## src/pkg/flr_pkg.sv

```systemverilog
// Constants of the flash LED control register set.
// Assumes a 20 MHz clock; times are in ns and converted to cycles here.
package flr_pkg;
  // Clock
  localparam int CLK_PERIOD_NS = 50;
  // Serial control pin low time before shutdown
  localparam int SHUTDOWN_TIME_NS = 405000;
  localparam int SHUTDOWN_CYCLES = (SHUTDOWN_TIME_NS + CLK_PERIOD_NS - 1) / CLK_PERIOD_NS;
  // Safety timer step, 156.25 ms
  localparam int SAFETY_STEP_NS = 156250000;
  localparam int SAFETY_STEP_CYCLES = SAFETY_STEP_NS / CLK_PERIOD_NS;
  // Register addresses
  localparam logic [2:0] ADDR_FLASH_CONTROL = 3'h1;
  localparam logic [2:0] ADDR_TORCH_CONTROL = 3'h2;
  localparam logic [2:0] ADDR_SAFETY_DURATION = 3'h3;
  localparam logic [2:0] ADDR_BATTERY_THRESHOLD = 3'h4;
  localparam logic [2:0] ADDR_SAFETY_CURRENT_THRESHOLD = 3'h5;
  // Largest accepted data per register
  localparam logic [4:0] MAX_FLASH_CONTROL = 5'h1f;
  localparam logic [4:0] MAX_TORCH_CONTROL = 5'h1f;
  localparam logic [4:0] MAX_SAFETY_DURATION = 5'h07;
  localparam logic [4:0] MAX_BATTERY_THRESHOLD = 5'h09;
  localparam logic [4:0] MAX_SAFETY_CURRENT_THRESHOLD = 5'h05;
  // Values after reset and shutdown
  localparam logic [4:0] RST_FLASH_CONTROL = 5'h00;
  localparam logic [4:0] RST_TORCH_CONTROL = 5'h00;
  localparam logic [2:0] RST_SAFETY_DURATION = 3'h7;
  localparam logic [3:0] RST_BATTERY_THRESHOLD = 4'h1;
  localparam logic [2:0] RST_SAFETY_CURRENT_THRESHOLD = 3'h4;
  // Field positions in the 5-bit enable/current registers
  localparam int ENABLE_BIT = 4;
  // Current tables: flash in mA, torch in tenths of mA
  localparam logic [11:0] FLASH_MA_TOP = 12'h4b0;
  localparam logic [11:0] FLASH_MA_STEP = 12'h032;
  localparam logic [11:0] FLASH_MA_CODE14 = 12'h190;
  localparam logic [11:0] FLASH_MA_CODE15 = 12'h0fa;
  localparam logic [11:0] TORCH_TMA_TOP = 12'hbb8;
  localparam logic [11:0] TORCH_TMA_STEP = 12'h07d;
  localparam logic [11:0] TORCH_TMA_CODE14 = 12'h3e8;
  localparam logic [11:0] TORCH_TMA_CODE15 = 12'h271;
  // Safety threshold: 50 mA base plus 50 mA per code
  localparam logic [11:0] THRESH_MA_STEP = 12'h032;
  localparam logic [11:0] TENTHS_PER_MA = 12'h00a;
endpackage

```

## src/rtl/flr_safety_timer.sv

```systemverilog
// Safety timer: counts while LED current is above threshold, latches expiry.
// Assumes clear is pulsed on each new flash/torch command and in shutdown.
`timescale 1ns/1ps
`default_nettype none
module flr_safety_timer #(
  parameter int CNT_W = 25,
  parameter int STEP_CYCLES = flr_pkg::SAFETY_STEP_CYCLES
) (
  // Clock and reset
  input wire logic clk,
  input wire logic arst_n,
  // Control
  input wire logic clear,
  input wire logic run,
  input wire logic [2:0] duration_code,
  // Status
  output logic expired
);
  logic [CNT_W-1:0] count;
  logic [CNT_W-1:0] next_count;
  logic next_expired;
  logic [CNT_W-1:0] limit;

  // Timeout is (code + 1) steps
  assign limit = CNT_W'((32'(duration_code) + 32'd1) * STEP_CYCLES - 1);

  always_comb begin
    next_count = count;
    next_expired = expired;
    // Expiry in the cycle of a clear still latches; the next command clears it
    if (run && !expired && (count >= limit)) begin
      next_expired = 1'b1;
    end else if (clear) begin
      next_count = '0;
      next_expired = 1'b0;
    end else if (run && !expired) begin
      next_count = count + 1'b1;
    end else if (!run) begin
      next_count = '0;
    end
  end

  always_ff @(posedge clk or negedge arst_n) begin
    if (!arst_n) begin
      count <= '0;
      expired <= 1'b0;
    end else begin
      count <= next_count;
      expired <= next_expired;
    end
  end
endmodule
`default_nettype wire

```

## src/rtl/flr_control_regs.sv

```systemverilog
// Write-only control register set of a flash LED driver.
// Assumes a pulse decoder delivers each counted word and the frame stop.
`timescale 1ns/1ps
`default_nettype none
module flr_control_regs #(
  parameter int WORD_W = 6,
  parameter int SHUTDOWN_CYCLES = flr_pkg::SHUTDOWN_CYCLES,
  parameter int SAFETY_STEP_CYCLES = flr_pkg::SAFETY_STEP_CYCLES
) (
  // Clock and reset
  input wire logic clk,
  input wire logic arst_n,
  // Serial link after pulse decoding
  input wire logic serial_control_pin,
  input wire logic word_strobe,
  input wire logic [WORD_W-1:0] word_value,
  input wire logic frame_end,
  // Analog side inputs
  input wire logic flash_trigger,
  input wire logic [3:0] supply_step,
  // Register contents
  output logic flash_enable_bit,
  output logic [3:0] flash_current_code,
  output logic torch_enable_bit,
  output logic [3:0] torch_current_code,
  output logic [2:0] safety_duration_code,
  output logic [3:0] battery_threshold_code,
  output logic [2:0] safety_current_threshold_code,
  // Status and drive
  output logic low_supply_detection,
  output logic flash_drive,
  output logic torch_drive,
  output logic shutdown,
  output logic frame_accepted,
  output logic frame_discarded
);
  typedef enum logic [4:0] {
    ST_IDLE = 5'h01,
    ST_ADDR = 5'h02,
    ST_DATA = 5'h04,
    ST_OVER = 5'h08,
    ST_OFF  = 5'h10
  } flr_state_t;

  flr_state_t state;
  flr_state_t next_state;
  logic [WORD_W-1:0] addr_word;
  logic [WORD_W-1:0] data_word;
  logic [WORD_W-1:0] next_addr_word;
  logic [WORD_W-1:0] next_data_word;
  logic [13:0] low_count;
  logic [13:0] next_low_count;
  logic next_flash_enable_bit;
  logic [3:0] next_flash_current_code;
  logic next_torch_enable_bit;
  logic [3:0] next_torch_current_code;
  logic [2:0] next_safety_duration_code;
  logic [3:0] next_battery_threshold_code;
  logic [2:0] next_safety_current_threshold_code;
  logic next_low_supply_detection;
  logic next_flash_drive;
  logic next_torch_drive;
  logic next_shutdown;
  logic next_frame_accepted;
  logic next_frame_discarded;
  logic go_off;
  logic write_ok;
  logic [4:0] max_value;
  logic addr_valid;
  logic led_cmd;
  logic timer_clear;
  logic timer_run;
  logic timer_expired;
  logic [11:0] flash_ma;
  logic [11:0] torch_tma;
  logic [11:0] thresh_ma;

  // Flash current table in mA
  function automatic logic [11:0] flash_ma_of(input logic [3:0] code);
    logic [11:0] v;
    v = flr_pkg::FLASH_MA_TOP - 12'(flr_pkg::FLASH_MA_STEP * 12'(code));
    if (code == 4'he) v = flr_pkg::FLASH_MA_CODE14;
    if (code == 4'hf) v = flr_pkg::FLASH_MA_CODE15;
    return v;
  endfunction

  // Torch current table in tenths of mA
  function automatic logic [11:0] torch_tma_of(input logic [3:0] code);
    logic [11:0] v;
    v = flr_pkg::TORCH_TMA_TOP - 12'(flr_pkg::TORCH_TMA_STEP * 12'(code));
    if (code == 4'he) v = flr_pkg::TORCH_TMA_CODE14;
    if (code == 4'hf) v = flr_pkg::TORCH_TMA_CODE15;
    return v;
  endfunction

  assign flash_ma = flash_ma_of(flash_current_code);
  assign torch_tma = torch_tma_of(torch_current_code);
  assign thresh_ma = 12'(flr_pkg::THRESH_MA_STEP * 12'(safety_current_threshold_code + 3'h1));

  // Address decode and maximum value
  always_comb begin
    addr_valid = 1'b1;
    max_value = 5'h00;
    case (addr_word)
      WORD_W'(flr_pkg::ADDR_FLASH_CONTROL): max_value = flr_pkg::MAX_FLASH_CONTROL;
      WORD_W'(flr_pkg::ADDR_TORCH_CONTROL): max_value = flr_pkg::MAX_TORCH_CONTROL;
      WORD_W'(flr_pkg::ADDR_SAFETY_DURATION): max_value = flr_pkg::MAX_SAFETY_DURATION;
      WORD_W'(flr_pkg::ADDR_BATTERY_THRESHOLD): max_value = flr_pkg::MAX_BATTERY_THRESHOLD;
      WORD_W'(flr_pkg::ADDR_SAFETY_CURRENT_THRESHOLD): begin
        max_value = flr_pkg::MAX_SAFETY_CURRENT_THRESHOLD;
      end
      default: addr_valid = 1'b0;
    endcase
  end

  assign go_off = (low_count >= 14'(SHUTDOWN_CYCLES - 1)) && !serial_control_pin;
  assign write_ok = frame_end && (state == ST_DATA) && addr_valid &&
                    (data_word <= WORD_W'(max_value));

  // Frame sequencing and shutdown detection
  always_comb begin
    next_state = state;
    next_addr_word = addr_word;
    next_data_word = data_word;
    next_low_count = low_count;
    next_frame_accepted = 1'b0;
    next_frame_discarded = 1'b0;
    if (serial_control_pin || word_strobe) begin
      next_low_count = '0;
    end else if (!go_off) begin
      next_low_count = low_count + 14'h0001;
    end
    case (state)
      ST_OFF: begin
        if (serial_control_pin) next_state = ST_IDLE;
      end
      ST_IDLE, ST_ADDR, ST_DATA, ST_OVER: begin
        if (go_off) begin
          next_state = ST_OFF;
        end else if (frame_end) begin
          next_state = ST_IDLE;
          next_frame_accepted = write_ok;
          next_frame_discarded = !write_ok;
        end else if (word_strobe) begin
          case (state)
            ST_IDLE: begin
              next_state = ST_ADDR;
              next_addr_word = word_value;
            end
            ST_ADDR: begin
              next_state = ST_DATA;
              next_data_word = word_value;
            end
            default: next_state = ST_OVER;
          endcase
        end
      end
      default: next_state = ST_IDLE;
    endcase
  end

  // Register file, written on an accepted frame and loaded with reset values on shutdown
  always_comb begin
    next_flash_enable_bit = flash_enable_bit;
    next_flash_current_code = flash_current_code;
    next_torch_enable_bit = torch_enable_bit;
    next_torch_current_code = torch_current_code;
    next_safety_duration_code = safety_duration_code;
    next_battery_threshold_code = battery_threshold_code;
    next_safety_current_threshold_code = safety_current_threshold_code;
    led_cmd = 1'b0;
    if (go_off || state == ST_OFF) begin
      next_flash_enable_bit = flr_pkg::RST_FLASH_CONTROL[flr_pkg::ENABLE_BIT];
      next_flash_current_code = flr_pkg::RST_FLASH_CONTROL[3:0];
      next_torch_enable_bit = flr_pkg::RST_TORCH_CONTROL[flr_pkg::ENABLE_BIT];
      next_torch_current_code = flr_pkg::RST_TORCH_CONTROL[3:0];
      next_safety_duration_code = flr_pkg::RST_SAFETY_DURATION;
      next_battery_threshold_code = flr_pkg::RST_BATTERY_THRESHOLD;
      next_safety_current_threshold_code = flr_pkg::RST_SAFETY_CURRENT_THRESHOLD;
    end else if (write_ok) begin
      case (addr_word[2:0])
        flr_pkg::ADDR_FLASH_CONTROL: begin
          next_flash_enable_bit = data_word[flr_pkg::ENABLE_BIT];
          next_flash_current_code = data_word[3:0];
          led_cmd = 1'b1;
        end
        flr_pkg::ADDR_TORCH_CONTROL: begin
          next_torch_enable_bit = data_word[flr_pkg::ENABLE_BIT];
          next_torch_current_code = data_word[3:0];
          led_cmd = 1'b1;
        end
        flr_pkg::ADDR_SAFETY_DURATION: next_safety_duration_code = data_word[2:0];
        flr_pkg::ADDR_BATTERY_THRESHOLD: next_battery_threshold_code = data_word[3:0];
        flr_pkg::ADDR_SAFETY_CURRENT_THRESHOLD: begin
          next_safety_current_threshold_code = data_word[2:0];
        end
        default: led_cmd = 1'b0;
      endcase
    end
  end

  // Low battery and LED drive
  always_comb begin
    next_low_supply_detection = (battery_threshold_code != 4'h0) &&
                                (supply_step < battery_threshold_code);
    next_shutdown = (next_state == ST_OFF);
    next_flash_drive = (flash_enable_bit || flash_trigger) && !low_supply_detection &&
                       !timer_expired && !shutdown;
    next_torch_drive = torch_enable_bit && !timer_expired && !shutdown;
  end

  assign timer_clear = led_cmd || shutdown;
  assign timer_run = (safety_current_threshold_code != 3'h0) &&
                     ((flash_drive && flash_ma > thresh_ma) ||
                      (torch_drive && torch_tma > 12'(thresh_ma * flr_pkg::TENTHS_PER_MA)));

  flr_safety_timer #(
    .CNT_W(25),
    .STEP_CYCLES(SAFETY_STEP_CYCLES)
  ) u_timer (
    .clk(clk),
    .arst_n(arst_n),
    .clear(timer_clear),
    .run(timer_run),
    .duration_code(safety_duration_code),
    .expired(timer_expired)
  );

  always_ff @(posedge clk or negedge arst_n) begin
    if (!arst_n) begin
      state <= ST_IDLE;
      addr_word <= '0;
      data_word <= '0;
      low_count <= '0;
      flash_enable_bit <= flr_pkg::RST_FLASH_CONTROL[flr_pkg::ENABLE_BIT];
      flash_current_code <= flr_pkg::RST_FLASH_CONTROL[3:0];
      torch_enable_bit <= flr_pkg::RST_TORCH_CONTROL[flr_pkg::ENABLE_BIT];
      torch_current_code <= flr_pkg::RST_TORCH_CONTROL[3:0];
      safety_duration_code <= flr_pkg::RST_SAFETY_DURATION;
      battery_threshold_code <= flr_pkg::RST_BATTERY_THRESHOLD;
      safety_current_threshold_code <= flr_pkg::RST_SAFETY_CURRENT_THRESHOLD;
      low_supply_detection <= 1'b0;
      flash_drive <= 1'b0;
      torch_drive <= 1'b0;
      shutdown <= 1'b0;
      frame_accepted <= 1'b0;
      frame_discarded <= 1'b0;
    end else begin
      state <= next_state;
      addr_word <= next_addr_word;
      data_word <= next_data_word;
      low_count <= next_low_count;
      flash_enable_bit <= next_flash_enable_bit;
      flash_current_code <= next_flash_current_code;
      torch_enable_bit <= next_torch_enable_bit;
      torch_current_code <= next_torch_current_code;
      safety_duration_code <= next_safety_duration_code;
      battery_threshold_code <= next_battery_threshold_code;
      safety_current_threshold_code <= next_safety_current_threshold_code;
      low_supply_detection <= next_low_supply_detection;
      flash_drive <= next_flash_drive;
      torch_drive <= next_torch_drive;
      shutdown <= next_shutdown;
      frame_accepted <= next_frame_accepted;
      frame_discarded <= next_frame_discarded;
    end
  end
endmodule
`default_nettype wire

```

## config.mk

```make
export PLATFORM = sky130hd
export DESIGN_NAME = flr_control_regs
export DESIGN_NICKNAME = d
export VERILOG_FILES = /design/src/pkg/flr_pkg.sv /design/src/rtl/flr_safety_timer.sv /design/src/rtl/flr_control_regs.sv
export SDC_FILE = /design/constraint.sdc
export NUM_CORES = 1
export LEC_CHECK = 0
export ABC_CLOCK_PERIOD_IN_PS = 6900
export CORE_MARGIN = 2
export CORE_UTILIZATION = 60
export CTS_BUF_LIST = sky130_fd_sc_hd__clkbuf_4 sky130_fd_sc_hd__clkbuf_8
export CTS_CLUSTER_DIAMETER = 60
export CTS_CLUSTER_SIZE = 20
export DETAILED_ROUTE_END_ITERATION = 8
export DONT_BUFFER_PORTS = 1
export GPL_ROUTABILITY_DRIVEN = 0
export HOLD_SLACK_MARGIN = 0.06
export PLACE_DENSITY = 0.83
export SETUP_SLACK_MARGIN = 0.5
export SLEW_MARGIN = 20
export SYNTH_ARGS = -nofsm -noshare
export SYNTH_HDL_FRONTEND = slang
export SYNTH_SLANG_ARGS = --single-unit
```

## constraint.sdc

```tcl
create_clock -name clk -period 6.9 [get_ports clk]
set_input_delay 1.38 -clock clk [delete_from_list [all_inputs] [get_ports clk]]
set_output_delay 1.38 -clock clk [all_outputs]
set_load 0.01 [all_outputs]
```

## Yosys cells after proc, flatten, opt, wreduce, memory -nomap -nowiden

Cells that the tools add are included.

| word-level totals | value |
|---|---|
| register bits | 83 |
| input bits | 16 |
| output and inout bits | 26 |

| cells by class | value |
|---|---|
| $add $sub $neg | 7 |
| multiply operators | 5 |
| order comparisons | 6 |
| equal/unequal tests | 22 |
| multiplexer cells | 49 |
| bitwise logic cells | 3 |
| reductions and logical operators | 46 |

Operators by type and width:

| kind | number |
|---|---|
| 2-to-1 mux 25 bit | 3 |
| 2-to-1 mux 12 bit | 4 |
| 2-to-1 mux 4 bit | 9 |
| multiplier 32 x 19 -> 22 bit (second input constant) | 1 |
| 2-to-1 mux 14 bit | 2 |
| adder 25 x 1 -> 25 bit (second input constant) | 1 |
| greater-or-equal comparator 25 bit | 1 |
| subtractor 25 x 1 -> 25 bit (second input constant) | 1 |
| 2-to-1 mux 5 bit | 4 |
| one-hot mux 5 bit (4 select lines) | 1 |
| multiplier 5 x 4 -> 9 bit (first input constant) | 2 |
| 2-to-1 mux 1 bit | 18 |
| 2-to-1 mux 3 bit | 6 |
| == test 4 bit (second input constant) | 4 |
| logical AND 1 bit | 15 |
| adder 14 x 1 -> 14 bit (second input constant) | 1 |
| greater-or-equal comparator 14 x 13 -> 1 bit (second input constant) | 1 |
| nonzero test 2 bit | 7 |
| == test 6 x 2 -> 1 bit (second input constant) | 2 |
| == test 6 x 3 -> 1 bit (second input constant) | 2 |
| > comparator 12 x 10 -> 1 bit | 1 |
| > comparator 12 bit | 1 |
| AND reduction 2 bit | 6 |
| subtractor 11 x 10 -> 12 bit (first input constant) | 1 |
| other kinds (28) | 44 |

## Longest topological paths before layout

Gate-level depths: netlist of the first run.

| depth | value |
|---|---|
| depth after elaboration | 12 |
| depth in mapped cells | 27 |
| depth with buffers taken out | 23 |

## Cells and area by module

Synthesis of the first run repeated with hierarchy kept, for this count alone.

| second synthesis, totals | value |
|---|---|
| cells, all modules | 908 |
| area total of the unflattened synthesis | 8,328.0 um^2 |

Modules (own cells, without submodules):

| module | instances | cells an instance | area an instance (um^2) | sequential area each (um^2) |
|---|---|---|---|---|
| flr_control_regs | 1 | 523 | 4,999.8 | 1,433.9 |
| flr_safety_timer | 1 | 385 | 3,328.2 | 650.6 |

## Worst setup path before layout of the first run

No wires, ideal clock.

| timing | value |
|---|---|
| path type | reg2reg |
| start point | register safety_duration_code[0] |
| end point | register u_timer.count[1] |
| library setup time | 0.125 ns |
| data arrival time | 5.945 ns |
| data required time | 6.775 ns |
| setup slack | 0.830 ns |
| cell stages (with the launch flop) | 23 |
| clock period less this slack | 6.070 ns |
| cells stage by stage | dfstp_2 -> clkbuf_1 -> inv_1 -> ha_1 -> fa_1 -> fa_1 -> inv_1 -> ha_1 -> a211oi_1 -> o21ai_0 -> a31oi_1 -> o311ai_0 -> xnor2_1 -> nand4_1 -> xnor2_1 -> ha_1 -> and3_1 -> a221oi_1 -> o22ai_1 -> a21oi_1 -> a22o_1 -> buf_6 -> mux2_4 |

| on the way | value |
|---|---|
| word-level cells in the longest chain between the ends | 7 |

Ends and longest elaborated chain:

| element | line | RTL |
|---|---|---|
| start: declaration | flr_control_regs.sv:26 | `output logic [2:0] safety_duration_code,` |
| start signal: assignment | flr_control_regs.sv:239 | `safety_duration_code <= flr_pkg::RST_SAFETY_DURATION;` |
| start signal: assignment | flr_control_regs.sv:257 | `safety_duration_code <= next_safety_duration_code;` |
| adder 3 x 1 -> 4 bit | flr_safety_timer.sv:25 | `assign limit = CNT_W'((32'(duration_code) + 32'd1) * STEP_CYCLES - 1);` |
| multiplier 32 x 19 -> 22 bit | flr_safety_timer.sv:25 |  |
| subtractor 25 x 1 -> 25 bit | flr_safety_timer.sv:25 |  |
| greater-or-equal comparator 25 bit | flr_safety_timer.sv:31 | `if (run && !expired && (count >= limit)) begin` |
| logical AND 1 bit | flr_safety_timer.sv:31 |  |
| NOT 1 bit (no line) | n/a |  |
| AND reduction 2 bit (no line) | n/a |  |
| end signal: assignment | flr_safety_timer.sv:48 | `count <= next_count;` |
| end: declaration | flr_safety_timer.sv:19 | `logic [CNT_W-1:0] count;` |

No other way between the ends.
A chain may end at the register's enable or synchronous reset.

## Worst setup path after layout of the first run

Same ends and word-level chain as after synthesis.

==> run_summary.xml, run 1 <==
<?xml version="1.0" encoding="UTF-8"?>
<metrics>
  <group name="run_status">
    <metric name="status" unit="">finished, final reports clean</metric>
  </group>
  <group name="setup_path">
    <metric name="timing.setup.critical_path_class" unit="">flop to flop</metric>
    <metric name="worst-endpoint-arrival" unit="ns">6.36</metric>
    <metric name="worstPathMaxFanout" unit="">13</metric>
    <metric name="critPathRequiredTime" unit="ns">7.17</metric>
    <metric name="worstSetupStartpointType" unit="">flop</metric>
    <metric name="critical_path.endpoint_type" unit="">flop</metric>
  </group>
  <group name="logic_synthesis">
    <metric name="syn-num-nets" unit="">1089</metric>
    <metric name="synth_flop_type" unit="">sky130_fd_sc_hd__dfrtp_1</metric>
    <metric name="synthCells" unit="">920</metric>
    <metric name="flip_flop_and_latch_count_after_synthesis" unit="">83</metric>
    <metric name="async_reset_ff_share" unit="%">100</metric>
    <metric name="sequential_share_of_the_synthesized_area" unit="%">24.9</metric>
    <metric name="synth_enable_flop_cells" unit="">0</metric>
    <metric name="yosys_warnings" unit="">0</metric>
    <metric name="syn_area" unit="mm²">0.00837</metric>
    <metric name="avgSynthCellArea" unit="µm²">9.09</metric>
    <metric name="synthDistinctLibCells" unit="">75</metric>
  </group>
  <group name="finish">
    <metric name="finish.net_count" unit="">1077</metric>
    <metric name="final_common_cell" unit="">sky130_fd_sc_hd__ha_1</metric>
    <metric name="antenna-diode-count" unit="">0</metric>
    <metric name="post_route_cells_drive_above_1_share" unit="%">8.76</metric>
    <metric name="finish.utilization" unit="%">63.8</metric>
    <metric name="layout-area-overhead-vs-synth" unit="%">5.01</metric>
    <metric name="final_cell_mix" unit="">sky130_fd_sc_hd__ha_1, sky130_fd_sc_hd__inv_1, sky130_fd_sc_hd__dfrtp_1</metric>
  </group>
  <group name="detailed_routing">
    <metric name="highest_layer" unit="">met4</metric>
    <metric name="drt_wl_total" unit="µm">18800</metric>
    <metric name="met3_wirelength" unit="µm">1030</metric>
    <metric name="drt_iter0_markers" unit="">595</metric>
    <metric name="dr.pass1.iters" unit="">6</metric>
    <metric name="route.detailed.vias_per_inst" unit="">6.20</metric>
    <metric name="average_wire_per_cell_in_the_routed_design" unit="µm">17.2</metric>
    <metric name="route.antenna.remaining_nets" unit="">0</metric>
    <metric name="detailroute.via_count" unit="">6776</metric>
    <metric name="route.detailed.drc" unit="">0</metric>
    <metric name="routedLengthMet1" unit="µm">8560</metric>
    <metric name="detailroute.wirelength.met2" unit="µm">8930</metric>
  </group>
  <group name="timing">
    <metric name="hold_viol_final" unit="">0</metric>
    <metric name="rsz0062_at_grt" unit="">no</metric>
    <metric name="worstMarginPinSlew" unit="ns">0.875</metric>
    <metric name="final_min_period_over_clock_period" unit="%">88.4</metric>
    <metric name="max_freq" unit="MHz">164</metric>
    <metric name="maxSlewHeadroom" unit="%">41.1</metric>
    <metric name="final.setup.tns" unit="ns">0</metric>
    <metric name="finalWorstPathRequiredPeriod" unit="ns">6.10</metric>
    <metric name="final.setup_skew" unit="ns">0.0146</metric>
    <metric name="setup_viol" unit="">0</metric>
    <metric name="fin_hold_ws" unit="ns">0.496</metric>
    <metric name="timing.final.max_slew_violations" unit="">0</metric>
    <metric name="post-route-worst-setup-slack" unit="ns">0.803</metric>
  </group>
  <group name="floorplanning">
    <metric name="floorplan.die.width" unit="µm">122</metric>
    <metric name="io_pins" unit="">42</metric>
    <metric name="placementRows" unit="">43</metric>
    <metric name="chipHeight" unit="µm">122</metric>
    <metric name="design.die.area" unit="mm²">0.0149</metric>
    <metric name="design.core.area" unit="mm²">0.0138</metric>
    <metric name="initial_utilization" unit="%">60.7</metric>
  </group>
  <group name="cts">
    <metric name="tritoncts" unit="">done</metric>
    <metric name="path_clk_slew" unit="ns">0.09</metric>
    <metric name="clock_sinks" unit="">83</metric>
    <metric name="cts_hold_repair.buffers" unit="">0</metric>
    <metric name="clock-root-buffer" unit="">sky130_fd_sc_hd__clkbuf_8</metric>
    <metric name="cts_buffer_depth" unit="">2</metric>
    <metric name="clk_latency" unit="ns">0.37</metric>
    <metric name="cts_buffers" unit="">9</metric>
    <metric name="cts-htree-levels" unit="">3</metric>
  </group>
  <group name="power_and_ir_drop">
    <metric name="power_leakage" unit="nW">4.03</metric>
    <metric name="vdd.ir_drop.worst" unit="µV">224</metric>
    <metric name="powerDensity" unit="mW/mm²">133</metric>
    <metric name="finalPower" unit="mW">1.17</metric>
  </group>
  <group name="placement">
    <metric name="buffer_ports.inserted" unit="">0</metric>
    <metric name="dp_hpwl" unit="µm">14000</metric>
    <metric name="place_worst_setup_slack" unit="ns">0.325</metric>
  </group>
  <group name="global_routing">
    <metric name="global_route.overflow_total" unit="">0</metric>
    <metric name="antenna_found_initial" unit="">0</metric>
    <metric name="global_route.usage.total" unit="%">26.5</metric>
    <metric name="grt_max_degree" unit="">84</metric>
    <metric name="vias_in_the_first_global_route" unit="">6632</metric>
    <metric name="grt_first_pass_wirelength" unit="µm">31800</metric>
  </group>
  <group name="worst_hold_path">
    <metric name="hp-class" unit="">flop to flop</metric>
  </group>
  <group name="flow_run">
    <metric name="drv_cap" unit="">0</metric>
  </group>
</metrics>
==> flip-flops by register name (all words and copies together), names as in the netlist, 3 cells and up <==
name and count:
safety_current_threshold_code 3, data_word 6, safety_duration_code 3, battery_threshold_code 4
low_count 14, addr_word 6, torch_current_code 4, state 5
u_timer.count 25, flash_current_code 4
==> logic make-up (layout without fill, tap and decap cells) <==
family,Yosys count,after routing,share of synthesized area [%]
xor gates and xnor gates,58,58,6.07
buffers and inverters,131,124,6.70
DFF,83,83,24.9
muxes,35,35,4.70
adders and majority gates,153,153,24.4
and+or+nand+nor,286,286,18.1
other,1,1,0.0448
AOI/OAI and AO/OA,173,173,15.0
==> routing by layer <==
metal / vias to the layer above / global-route usage (%)
met5: - / 0
met4: 0 / 7.47
met1: 3268 / 36.5
met3: 28 / 3.79
li1: 3256 / -
met2: 224 / 43.6
==> repair_timing <==
action | 4_1_cts | 5_1_grt
hold endpoints to repair | 0 | 0
pin swaps | 0 | 1
gates resized for setup | 3 | 14
endpoints found under the setup margin | 21 | 26
setup buffers | 0 | 2
==> worst max-delay path, cell delays in order (launching register included) <==
cell and delay (ns):
sky130_fd_sc_hd__dfstp_4 0.71, sky130_fd_sc_hd__inv_1 0.06, sky130_fd_sc_hd__buf_4 0.19, sky130_fd_sc_hd__ha_2 0.40, sky130_fd_sc_hd__fa_1 0.50, sky130_fd_sc_hd__fa_1 0.60
sky130_fd_sc_hd__inv_1 0.08, sky130_fd_sc_hd__ha_1 0.31, sky130_fd_sc_hd__a211oi_2 0.30, sky130_fd_sc_hd__o21bai_1 0.14, sky130_fd_sc_hd__a21oi_1 0.19, sky130_fd_sc_hd__xnor2_1 0.14
sky130_fd_sc_hd__nor4bb_1 0.33, sky130_fd_sc_hd__nand4_1 0.15, sky130_fd_sc_hd__xnor2_1 0.16, sky130_fd_sc_hd__ha_1 0.29, sky130_fd_sc_hd__and3_1 0.20, sky130_fd_sc_hd__a221oi_1 0.25
sky130_fd_sc_hd__o22ai_1 0.13, sky130_fd_sc_hd__a21oi_2 0.16, sky130_fd_sc_hd__a22o_1 0.20, sky130_fd_sc_hd__buf_6 0.20, sky130_fd_sc_hd__mux2_4 0.31
==> synth_stat cells (all sizes together) (11+ instances only) <==
master / instances / area share, %
and2: 11 / 0.82
o221ai: 11 / 1.6
nand3b: 12 / 1.1
nor3: 21 / 1.4
nand4: 24 / 1.8
a31oi: 16 / 1.6
mux2: 13 / 2.1
a21oi: 33 / 2.0
clkbuf: 16 / 0.72
dfrtp: 77 / 23
nor2: 61 / 2.7
o21ai: 36 / 2.2
mux2i: 22 / 2.6
xor2: 22 / 2.3
nand2: 60 / 2.7
inv: 97 / 4.4
nor2b: 11 / 0.85
xnor2: 36 / 3.8
and3: 11 / 0.82
nand3: 26 / 1.6
fa: 17 / 4.1
ha: 136 / 20
buf: 18 / 1.6
nand4b: 11 / 1.2
==> through the flow <==
| stage | cell area, µm² | std cells |
|---|---|---|
| finish | 8780 | 1093 |
| global route | 8780 | 1093 |
| CTS | 8710 | 1091 |
| detailed placement | 8480 | 1075 |
| global placement | 8470 | 1075 |
| floorplan | 8370 | 920 |
==> cell type report <==
cell class | instances | area, µm²
multi-input cells | 706 | 5800
fillers | 1139 | 4990
flip-flops and latches | 83 | 2090
inverters | 97 | 364
well taps | 180 | 225
clock buffers | 13 | 173
repair buffers | 11 | 87.6
clock inverters | 3 | 45.0
==> final timing paths <==
check,start,end,slack [ns],cells past startpoint
min in group asynchronous,arst_n,u_timer.count[14],0.70,0
max in group asynchronous,arst_n,state[0],5.99,0
setup reg to reg,safety_duration_code[0],u_timer.count[1],0.80,22
hold / removal,low_supply_detection,flash_drive,0.50,1
setup / recovery,safety_duration_code[0],u_timer.count[1],0.80,22
hold reg to reg,low_supply_detection,flash_drive,0.50,1
==> power breakdown <==
group / leakage, nW / total, mW / internal [mW] / switching [mW]
Combinational: 2.81 / 0.202 / 0.0971 / 0.104
Sequential: 1.11 / 0.581 / 0.517 / 0.0642
Clock: 0.105 / 0.385 / 0.201 / 0.183
Note: power is estimated with default switching activity, not from simulation.
==> run 2: changes to the inputs <==
--- a/config.mk
+++ b/config.mk
@@ -6,16 +6,16 @@
 export NUM_CORES = 1
 export LEC_CHECK = 0
 export ABC_CLOCK_PERIOD_IN_PS = 6900
+export BUFFER_PORTS_ARGS = -buffer_cell sky130_fd_sc_hd__buf_4
 export CORE_MARGIN = 2
 export CORE_UTILIZATION = 60
 export CTS_BUF_LIST = sky130_fd_sc_hd__clkbuf_4 sky130_fd_sc_hd__clkbuf_8
 export CTS_CLUSTER_DIAMETER = 60
 export CTS_CLUSTER_SIZE = 20
 export DETAILED_ROUTE_END_ITERATION = 8
-export DONT_BUFFER_PORTS = 1
 export GPL_ROUTABILITY_DRIVEN = 0
 export HOLD_SLACK_MARGIN = 0.06
-export PLACE_DENSITY = 0.83
+export PLACE_DENSITY = 0.85
 export SETUP_SLACK_MARGIN = 0.5
 export SLEW_MARGIN = 20
 export SYNTH_ARGS = -nofsm -noshare
==> run 2 against run 1 <==
Global-route usage down 0.99 points. Flip-flop and latch count stayed put. Combinational power grew 7%. Hold slack gained 0.0094 ns. Design area increased by 2.7%. Core utilization is 1.7 points higher.
==> run_summary.xml, run 2 (synthesized netlist as in run 1, its figures left out) <==
<?xml version="1.0" encoding="UTF-8"?>
<metrics>
  <group name="run_status">
    <metric name="status" unit="">finished, final reports clean</metric>
  </group>
  <group name="timing">
    <metric name="max_freq" unit="MHz">167</metric>
    <metric name="setup_viol" unit="">0</metric>
    <metric name="finalWorstPathRequiredPeriod" unit="ns">6.00</metric>
    <metric name="final_min_period_over_clock_period" unit="%">86.9</metric>
    <metric name="final.setup.tns" unit="ns">0</metric>
    <metric name="maxSlewHeadroom" unit="%">36.1</metric>
    <metric name="rsz0062_at_grt" unit="">no</metric>
    <metric name="final.setup_skew" unit="ns">0.00695</metric>
    <metric name="worstMarginPinSlew" unit="ns">0.948</metric>
    <metric name="hold_viol_final" unit="">0</metric>
    <metric name="post-route-worst-setup-slack" unit="ns">0.905</metric>
    <metric name="timing.final.max_slew_violations" unit="">0</metric>
  </group>
  <group name="flow_run">
    <metric name="drv_cap" unit="">0</metric>
  </group>
  <group name="floorplanning">
    <metric name="io_pins" unit="">42</metric>
    <metric name="chipHeight" unit="µm">122</metric>
    <metric name="floorplan.die.width" unit="µm">122</metric>
    <metric name="placementRows" unit="">43</metric>
    <metric name="initial_utilization" unit="%">60.7</metric>
    <metric name="design.die.area" unit="mm²">0.0149</metric>
    <metric name="design.core.area" unit="mm²">0.0138</metric>
  </group>
  <group name="detailed_routing">
    <metric name="route.detailed.vias_per_inst" unit="">6.05</metric>
    <metric name="routedLengthMet1" unit="µm">8590</metric>
    <metric name="drt_iter0_markers" unit="">567</metric>
    <metric name="highest_layer" unit="">met4</metric>
    <metric name="route.antenna.remaining_nets" unit="">0</metric>
    <metric name="drt_wl_total" unit="µm">18400</metric>
    <metric name="route.detailed.drc" unit="">0</metric>
    <metric name="average_wire_per_cell_in_the_routed_design" unit="µm">16.2</metric>
    <metric name="detailroute.wirelength.met2" unit="µm">8670</metric>
    <metric name="met3_wirelength" unit="µm">827</metric>
    <metric name="detailroute.via_count" unit="">6841</metric>
    <metric name="dr.pass1.iters" unit="">5</metric>
  </group>
  <group name="cts">
    <metric name="clock-root-buffer" unit="">sky130_fd_sc_hd__clkbuf_8</metric>
    <metric name="tritoncts" unit="">done</metric>
    <metric name="clk_latency" unit="ns">0.36</metric>
    <metric name="path_clk_slew" unit="ns">0.08</metric>
    <metric name="cts_hold_repair.buffers" unit="">0</metric>
    <metric name="cts_buffer_depth" unit="">2</metric>
    <metric name="clock_sinks" unit="">83</metric>
    <metric name="cts_buffers" unit="">9</metric>
    <metric name="cts-htree-levels" unit="">3</metric>
  </group>
  <group name="setup_path">
    <metric name="worstSetupStartpointType" unit="">flop</metric>
    <metric name="critical_path.endpoint_type" unit="">flop</metric>
    <metric name="critPathRequiredTime" unit="ns">7.17</metric>
    <metric name="worstPathMaxFanout" unit="">15</metric>
    <metric name="timing.setup.critical_path_class" unit="">flop to flop</metric>
    <metric name="worst-endpoint-arrival" unit="ns">6.26</metric>
  </group>
  <group name="finish">
    <metric name="multi_input_gate_area" unit="mm²">0.00580</metric>
    <metric name="final-seq-area" unit="mm²">0.00209</metric>
    <metric name="largest_register_ff_count" unit="">25</metric>
    <metric name="instances_no_fill" unit="">1130</metric>
    <metric name="final_cell_mix" unit="">sky130_fd_sc_hd__ha_1, sky130_fd_sc_hd__inv_1, sky130_fd_sc_hd__dfrtp_1</metric>
    <metric name="final_common_cell" unit="">sky130_fd_sc_hd__ha_1</metric>
    <metric name="fill_cells" unit="">1115</metric>
    <metric name="finish.net_count" unit="">1114</metric>
    <metric name="top_register" unit="">u_timer.count</metric>
    <metric name="largest_registers" unit="">u_timer.count: 25 flops, low_count: 14 flops</metric>
    <metric name="post_route_cells_drive_above_1_share" unit="%">12.1</metric>
    <metric name="antenna-diode-count" unit="">0</metric>
    <metric name="layout-area-overhead-vs-synth" unit="%">7.87</metric>
    <metric name="finish.utilization" unit="%">65.5</metric>
  </group>
  <group name="global_routing">
    <metric name="grt_first_pass_wirelength" unit="µm">30800</metric>
    <metric name="grt_max_degree" unit="">84</metric>
    <metric name="global_route.overflow_total" unit="">0</metric>
    <metric name="vias_in_the_first_global_route" unit="">6460</metric>
    <metric name="global_route.usage.total" unit="%">25.5</metric>
    <metric name="antenna_found_initial" unit="">0</metric>
  </group>
  <group name="placement">
    <metric name="placed_cells_incl_taps" unit="">1113</metric>
    <metric name="buffer_ports.inserted" unit="">41</metric>
    <metric name="place_worst_setup_slack" unit="ns">0.0476</metric>
    <metric name="dp_hpwl" unit="µm">14100</metric>
  </group>
  <group name="power_and_ir_drop">
    <metric name="powerDensity" unit="mW/mm²">123</metric>
    <metric name="vdd.ir_drop.worst" unit="µV">221</metric>
    <metric name="power_leakage" unit="nW">4.20</metric>
  </group>
  <group name="worst_hold_path">
    <metric name="hp-class" unit="">flop to flop</metric>
  </group>
</metrics>
-- run 2: critical path, cell delays in order (launching register included) --
cell                       delay, ns
sky130_fd_sc_hd__dfstp_4        0.74
sky130_fd_sc_hd__ha_2           0.27
sky130_fd_sc_hd__xor2_4         0.26
sky130_fd_sc_hd__fa_1           0.54
sky130_fd_sc_hd__fa_1           0.59
sky130_fd_sc_hd__inv_1          0.07
sky130_fd_sc_hd__ha_1           0.27
sky130_fd_sc_hd__a211oi_1       0.08
sky130_fd_sc_hd__o21ai_0        0.28
sky130_fd_sc_hd__a31oi_1        0.15
sky130_fd_sc_hd__o311ai_0       0.44
sky130_fd_sc_hd__xnor2_1        0.19
sky130_fd_sc_hd__nand4_1        0.12
sky130_fd_sc_hd__xnor2_1        0.20
sky130_fd_sc_hd__ha_1           0.27
sky130_fd_sc_hd__and3_1         0.20
sky130_fd_sc_hd__a221oi_1       0.25
sky130_fd_sc_hd__o22ai_1        0.13
sky130_fd_sc_hd__a21oi_2        0.19
sky130_fd_sc_hd__buf_6          0.20
sky130_fd_sc_hd__nand3_4        0.21
sky130_fd_sc_hd__o221ai_1       0.26
-- run 2: area by class of cell --
type | instances | share of cell area (%)
Tap cell | 180 | 2.50
Timing Repair Buffer | 48 | 4.22
Inverter | 97 | 4.03
Clock inverter | 5 | 0.333
Multi-Input combinational cell | 706 | 64.2
Sequential cell | 83 | 23.1
Clock buffer | 11 | 1.54
-- run 2: final timing paths --
check	from	cells past startpoint	slack, ns	end
setup / recovery	safety_duration_code[0]	21	0.90	u_timer.count[10]
hold / removal	u_timer.count[24]	1	0.51	u_timer.count[24]
setup reg to reg	safety_duration_code[0]	21	0.90	u_timer.count[10]
hold reg to reg	u_timer.count[24]	1	0.51	u_timer.count[24]
max in group asynchronous	arst_n	1	5.33	addr_word[0]
min in group asynchronous	arst_n	1	1.01	u_timer.count[16]
-- run 2: what timing repair did --
action	4_1_cts	5_1_grt
endpoints found under the setup margin	25	25
resized for setup	4	10
pin swaps	0	1
buffers inserted	0	1
cloned	0	0
-- run 2: metrics by stage --
stage / total power, mW / instance area [µm²] / hold slack, ns
floorplan: 0.728 / 8370 / 0.459
global placement: 0.782 / 8770 / 0.485
detailed placement: 0.793 / 8770 / 0.485
CTS: 1.10 / 8960 / 0.500
global route: 1.16 / 9020 / 0.509
finish: 1.11 / 9020 / 0.505
-- run 2: layer usage --
layer	global-route usage, %	up-vias
met5	0	-
met4	5.75	0
met3	3.28	27
met2	42.8	177
met1	35.3	3300
li1	-	3337
-- run 2: report_power, final --
group	internal (mW)	leakage [nW]	switching, mW
combinational	0.103	3.00	0.112
clock	0.137	0.0859	0.176
sequential	0.517	1.11	0.0606
total	0.758	4.20	0.348
==> run 3: changes to the inputs <==
--- a/config.mk
+++ b/config.mk
@@ -20,4 +20,5 @@
 export SLEW_MARGIN = 20
 export SYNTH_ARGS = -nofsm -noshare
 export SYNTH_HDL_FRONTEND = slang
+export SYNTH_HIERARCHICAL = 1
 export SYNTH_SLANG_ARGS = --single-unit
==> run 3 against run 2 <==
Design area grew 0.12%. Synthesized area decreased by 0.45%. Worst setup slack worse by 0.033 ns. Critical path type unchanged. Largest power group unchanged.
==> run_summary.xml, run 3 <==
<?xml version="1.0" encoding="UTF-8"?>
<metrics>
  <group name="run_status">
    <metric name="status" unit="">finished, final reports clean</metric>
  </group>
  <group name="timing">
    <metric name="worstMarginPinSlew" unit="ns">0.938</metric>
    <metric name="post-route-worst-setup-slack" unit="ns">0.872</metric>
    <metric name="maxSlewHeadroom" unit="%">37.3</metric>
    <metric name="final.setup.tns" unit="ns">0</metric>
    <metric name="setup_viol" unit="">0</metric>
    <metric name="final_min_period_over_clock_period" unit="%">87.4</metric>
    <metric name="finalWorstPathRequiredPeriod" unit="ns">6.03</metric>
    <metric name="timing.final.max_slew_violations" unit="">0</metric>
    <metric name="max_freq" unit="MHz">166</metric>
    <metric name="hold_viol_final" unit="">0</metric>
    <metric name="rsz0062_at_grt" unit="">no</metric>
    <metric name="final.setup_skew" unit="ns">0.00965</metric>
  </group>
  <group name="detailed_routing">
    <metric name="route.detailed.vias_per_inst" unit="">6.08</metric>
    <metric name="average_wire_per_cell_in_the_routed_design" unit="µm">16.6</metric>
    <metric name="detailroute.via_count" unit="">6850</metric>
    <metric name="dr.pass1.iters" unit="">5</metric>
    <metric name="route.detailed.drc" unit="">0</metric>
    <metric name="route.antenna.remaining_nets" unit="">0</metric>
    <metric name="drt_wl_total" unit="µm">18800</metric>
    <metric name="drt_iter0_markers" unit="">577</metric>
  </group>
  <group name="cts">
    <metric name="clock_sinks" unit="">83</metric>
    <metric name="cts-htree-levels" unit="">3</metric>
    <metric name="cts_buffer_depth" unit="">2</metric>
    <metric name="cts_buffers" unit="">9</metric>
    <metric name="path_clk_slew" unit="ns">0.09</metric>
    <metric name="clock-root-buffer" unit="">sky130_fd_sc_hd__clkbuf_8</metric>
    <metric name="clk_latency" unit="ns">0.37</metric>
    <metric name="tritoncts" unit="">done</metric>
    <metric name="cts_hold_repair.buffers" unit="">0</metric>
  </group>
  <group name="finish">
    <metric name="finish.utilization" unit="%">65.9</metric>
    <metric name="layout-area-overhead-vs-synth" unit="%">8.49</metric>
    <metric name="antenna-diode-count" unit="">0</metric>
    <metric name="final_common_cell" unit="">sky130_fd_sc_hd__ha_1</metric>
    <metric name="final_cell_mix" unit="">sky130_fd_sc_hd__ha_1, sky130_fd_sc_hd__inv_1, sky130_fd_sc_hd__dfrtp_1</metric>
    <metric name="largest_register_ff_count" unit="">25</metric>
    <metric name="instances_no_fill" unit="">1127</metric>
    <metric name="top_register" unit="">u_timer/count</metric>
    <metric name="largest_registers" unit="">u_timer/count: 25 flops, low_count: 14 flops</metric>
    <metric name="finish.net_count" unit="">1103</metric>
    <metric name="post_route_cells_drive_above_1_share" unit="%">13.6</metric>
  </group>
  <group name="setup_path">
    <metric name="worst-endpoint-arrival" unit="ns">6.31</metric>
    <metric name="critPathRequiredTime" unit="ns">7.18</metric>
    <metric name="crit_top_cell" unit="">sky130_fd_sc_hd__ha_1</metric>
    <metric name="timing.critical_path.cells" unit="">clkinvlp_4 &gt; ha_1 &gt; fa_1 &gt; fa_1 &gt; inv_1 &gt; ha_1 &gt; a211oi_1 &gt; o211a_1 &gt; o21bai_1 &gt; a21oi_1 &gt; xor2_1 &gt; and4b_1 &gt; xnor2_1 &gt; ha_1 &gt; and4_1 &gt; a221oi_2 &gt; and2_4 &gt; o21ai_4 &gt; o41ai_2</metric>
    <metric name="kind_of_cell_adding_the_most_delay_to_the_critical_path" unit="">adder cells</metric>
    <metric name="critPathMaxStageDelay" unit="ns">0.76</metric>
    <metric name="worstSetupStartpointType" unit="">flop</metric>
    <metric name="timing.setup.critical_path_class" unit="">flop to flop</metric>
    <metric name="timing.critical_path.slowest_stage_cell" unit="">sky130_fd_sc_hd__dfstp_4</metric>
    <metric name="critPathBufInv" unit="">2</metric>
    <metric name="worstPathMaxFanout" unit="">14</metric>
    <metric name="critical_path.endpoint_type" unit="">flop</metric>
  </group>
  <group name="logic_synthesis">
    <metric name="yosys_warnings" unit="">6</metric>
    <metric name="async_reset_ff_share" unit="%">100</metric>
    <metric name="synth.cells.most_frequent" unit="">sky130_fd_sc_hd__ha_1, sky130_fd_sc_hd__inv_1, sky130_fd_sc_hd__dfrtp_1</metric>
    <metric name="synthCells" unit="">908</metric>
    <metric name="yosysMostFrequentCell" unit="">sky130_fd_sc_hd__ha_1</metric>
    <metric name="flip_flop_and_latch_count_after_synthesis" unit="">83</metric>
    <metric name="synth_enable_flop_cells" unit="">0</metric>
    <metric name="syn_area" unit="mm²">0.00833</metric>
    <metric name="synthDistinctLibCells" unit="">89</metric>
    <metric name="netlist.top_cell.by_area" unit="">sky130_fd_sc_hd__dfrtp_1</metric>
    <metric name="syn-num-nets" unit="">1069</metric>
    <metric name="sequential_share_of_the_synthesized_area" unit="%">25.0</metric>
    <metric name="netlist.area_leader.share" unit="%">23.1</metric>
    <metric name="synth_flop_type" unit="">sky130_fd_sc_hd__dfrtp_1</metric>
    <metric name="top_cells_by_area_synth" unit="">sky130_fd_sc_hd__dfrtp_1, sky130_fd_sc_hd__ha_1, sky130_fd_sc_hd__fa_1, sky130_fd_sc_hd__inv_1, sky130_fd_sc_hd__xnor2_1</metric>
    <metric name="avgSynthCellArea" unit="µm²">9.17</metric>
  </group>
  <group name="placement">
    <metric name="place_worst_setup_slack" unit="ns">0.486</metric>
    <metric name="buffer_ports.inserted" unit="">41</metric>
    <metric name="dp_hpwl" unit="µm">14500</metric>
    <metric name="placed_cells_incl_taps" unit="">1110</metric>
  </group>
  <group name="floorplanning">
    <metric name="io_pins" unit="">42</metric>
    <metric name="initial_utilization" unit="%">60.7</metric>
    <metric name="design.die.area" unit="mm²">0.0148</metric>
    <metric name="chipHeight" unit="µm">122</metric>
    <metric name="placementRows" unit="">43</metric>
    <metric name="floorplan.die.width" unit="µm">122</metric>
    <metric name="design.core.area" unit="mm²">0.0137</metric>
  </group>
  <group name="flow_run">
    <metric name="drv_cap" unit="">0</metric>
  </group>
  <group name="power_and_ir_drop">
    <metric name="powerDensity" unit="mW/mm²">148</metric>
    <metric name="power_leakage" unit="nW">4.34</metric>
    <metric name="vdd.ir_drop.worst" unit="µV">119</metric>
  </group>
  <group name="global_routing">
    <metric name="grt_max_degree" unit="">84</metric>
    <metric name="global_route.usage.total" unit="%">26.4</metric>
    <metric name="vias_in_the_first_global_route" unit="">6616</metric>
    <metric name="global_route.overflow_total" unit="">0</metric>
    <metric name="antenna_found_initial" unit="">0</metric>
    <metric name="grt_first_pass_wirelength" unit="µm">31500</metric>
  </group>
  <group name="worst_hold_path">
    <metric name="hp-class" unit="">flop to flop</metric>
  </group>
</metrics>
[run 3: cell count changes after synthesis, moves of 12 or more]
cell	delta
sky130_fd_sc_hd__nand2_1	+12
sky130_fd_sc_hd__o21ai_1	+12
sky130_fd_sc_hd__nand4_1	-13
sky130_fd_sc_hd__nor3_1	-12
sky130_fd_sc_hd__and4_1	+12
sky130_fd_sc_hd__inv_1	-17
[run 3: worst paths after layout]
kind                       cells after the start  slack (ns)           endpoint                     from
min reg2reg                                    1        0.52  u_timer/count[24]        u_timer/count[24]
min in group asynchronous                      1        1.03  u_timer/count[22]                   arst_n
max reg2reg                                   19        0.87  u_timer/count[19]  safety_duration_code[0]
max                                           19        0.87  u_timer/count[19]  safety_duration_code[0]
min                                            1        0.52  u_timer/count[24]        u_timer/count[24]
max in group asynchronous                      1        5.31       addr_word[3]                   arst_n
[run 3: timing repair]
item,CTS,global route
buffers inserted,1,0
pin swaps,0,1
setup endpoints to repair,13,26
gates resized for setup,4,8
[run 3: stage by stage]
stage / cell area, µm² / hold WS, ns / total power [mW]
after global placement: 8750 / 0.480 / 0.963
after detailed placement: 8750 / 0.500 / 0.977
after CTS: 8980 / 0.513 / 1.34
after global routing: 9030 / 0.551 / 1.42
after floorplan: 8330 / 0.431 / 0.880
final: 9030 / 0.524 / 1.34
[run 3: final cells by class]
cell class,count,area [µm²]
clock buffers,10,131
clock inverters,6,72.6
fillers,1119,4680
inverters,80,304
multi-input cells,724,5880
flip-flops and latches,83,2090
well taps,180,225
repair buffers,44,334
[run 3: worst reg2reg max path, cell delays in order (launching register included)]
cell and delay [ns]:
sky130_fd_sc_hd__dfstp_4 0.76, sky130_fd_sc_hd__clkinvlp_4 0.14, sky130_fd_sc_hd__ha_1 0.37, sky130_fd_sc_hd__fa_1 0.54, sky130_fd_sc_hd__fa_1 0.60, sky130_fd_sc_hd__inv_1 0.08
sky130_fd_sc_hd__ha_1 0.29, sky130_fd_sc_hd__a211oi_1 0.29, sky130_fd_sc_hd__o211a_1 0.25, sky130_fd_sc_hd__o21bai_1 0.08, sky130_fd_sc_hd__a21oi_1 0.18, sky130_fd_sc_hd__xor2_1 0.26
sky130_fd_sc_hd__and4b_1 0.24, sky130_fd_sc_hd__xnor2_1 0.12, sky130_fd_sc_hd__ha_1 0.26, sky130_fd_sc_hd__and4_1 0.23, sky130_fd_sc_hd__a221oi_2 0.45, sky130_fd_sc_hd__and2_4 0.35
sky130_fd_sc_hd__o21ai_4 0.13, sky130_fd_sc_hd__o41ai_2 0.33
[run 3: logic make-up (layout without fill, tap and decap cells)]
group | count (synthesis) | after routing | share of synthesized area [%]
AND/OR/NAND/NOR | 287 | 287 | 18.9
AO/OA/AOI/OAI | 194 | 194 | 16.3
adder cells (fa/ha/maj) | 146 | 146 | 23.4
buffers and inverters | 101 | 140 | 5.15
flip-flops | 83 | 83 | 25.0
XOR/XNOR | 61 | 61 | 6.51
multiplexers | 35 | 35 | 4.66
other | 1 | 1 | 0.0450
[run 3: report_power, final]
| group | switching, mW | total [mW] | internal (mW) |
|---|---|---|---|
| sequential | 0.0782 | 0.609 | 0.531 |
| combinational | 0.204 | 0.364 | 0.160 |
| clock | 0.193 | 0.368 | 0.175 |
| total | 0.475 | 1.34 | 0.866 |
[run 3: layer usage]
layer,track usage [%],wire length [µm],vias up
met1,36.4,8560,3278
met4,8.55,440,0
met5,0,0,-
met2,42.7,8780,226
li1,-,-,3312
met3,4.17,978,34
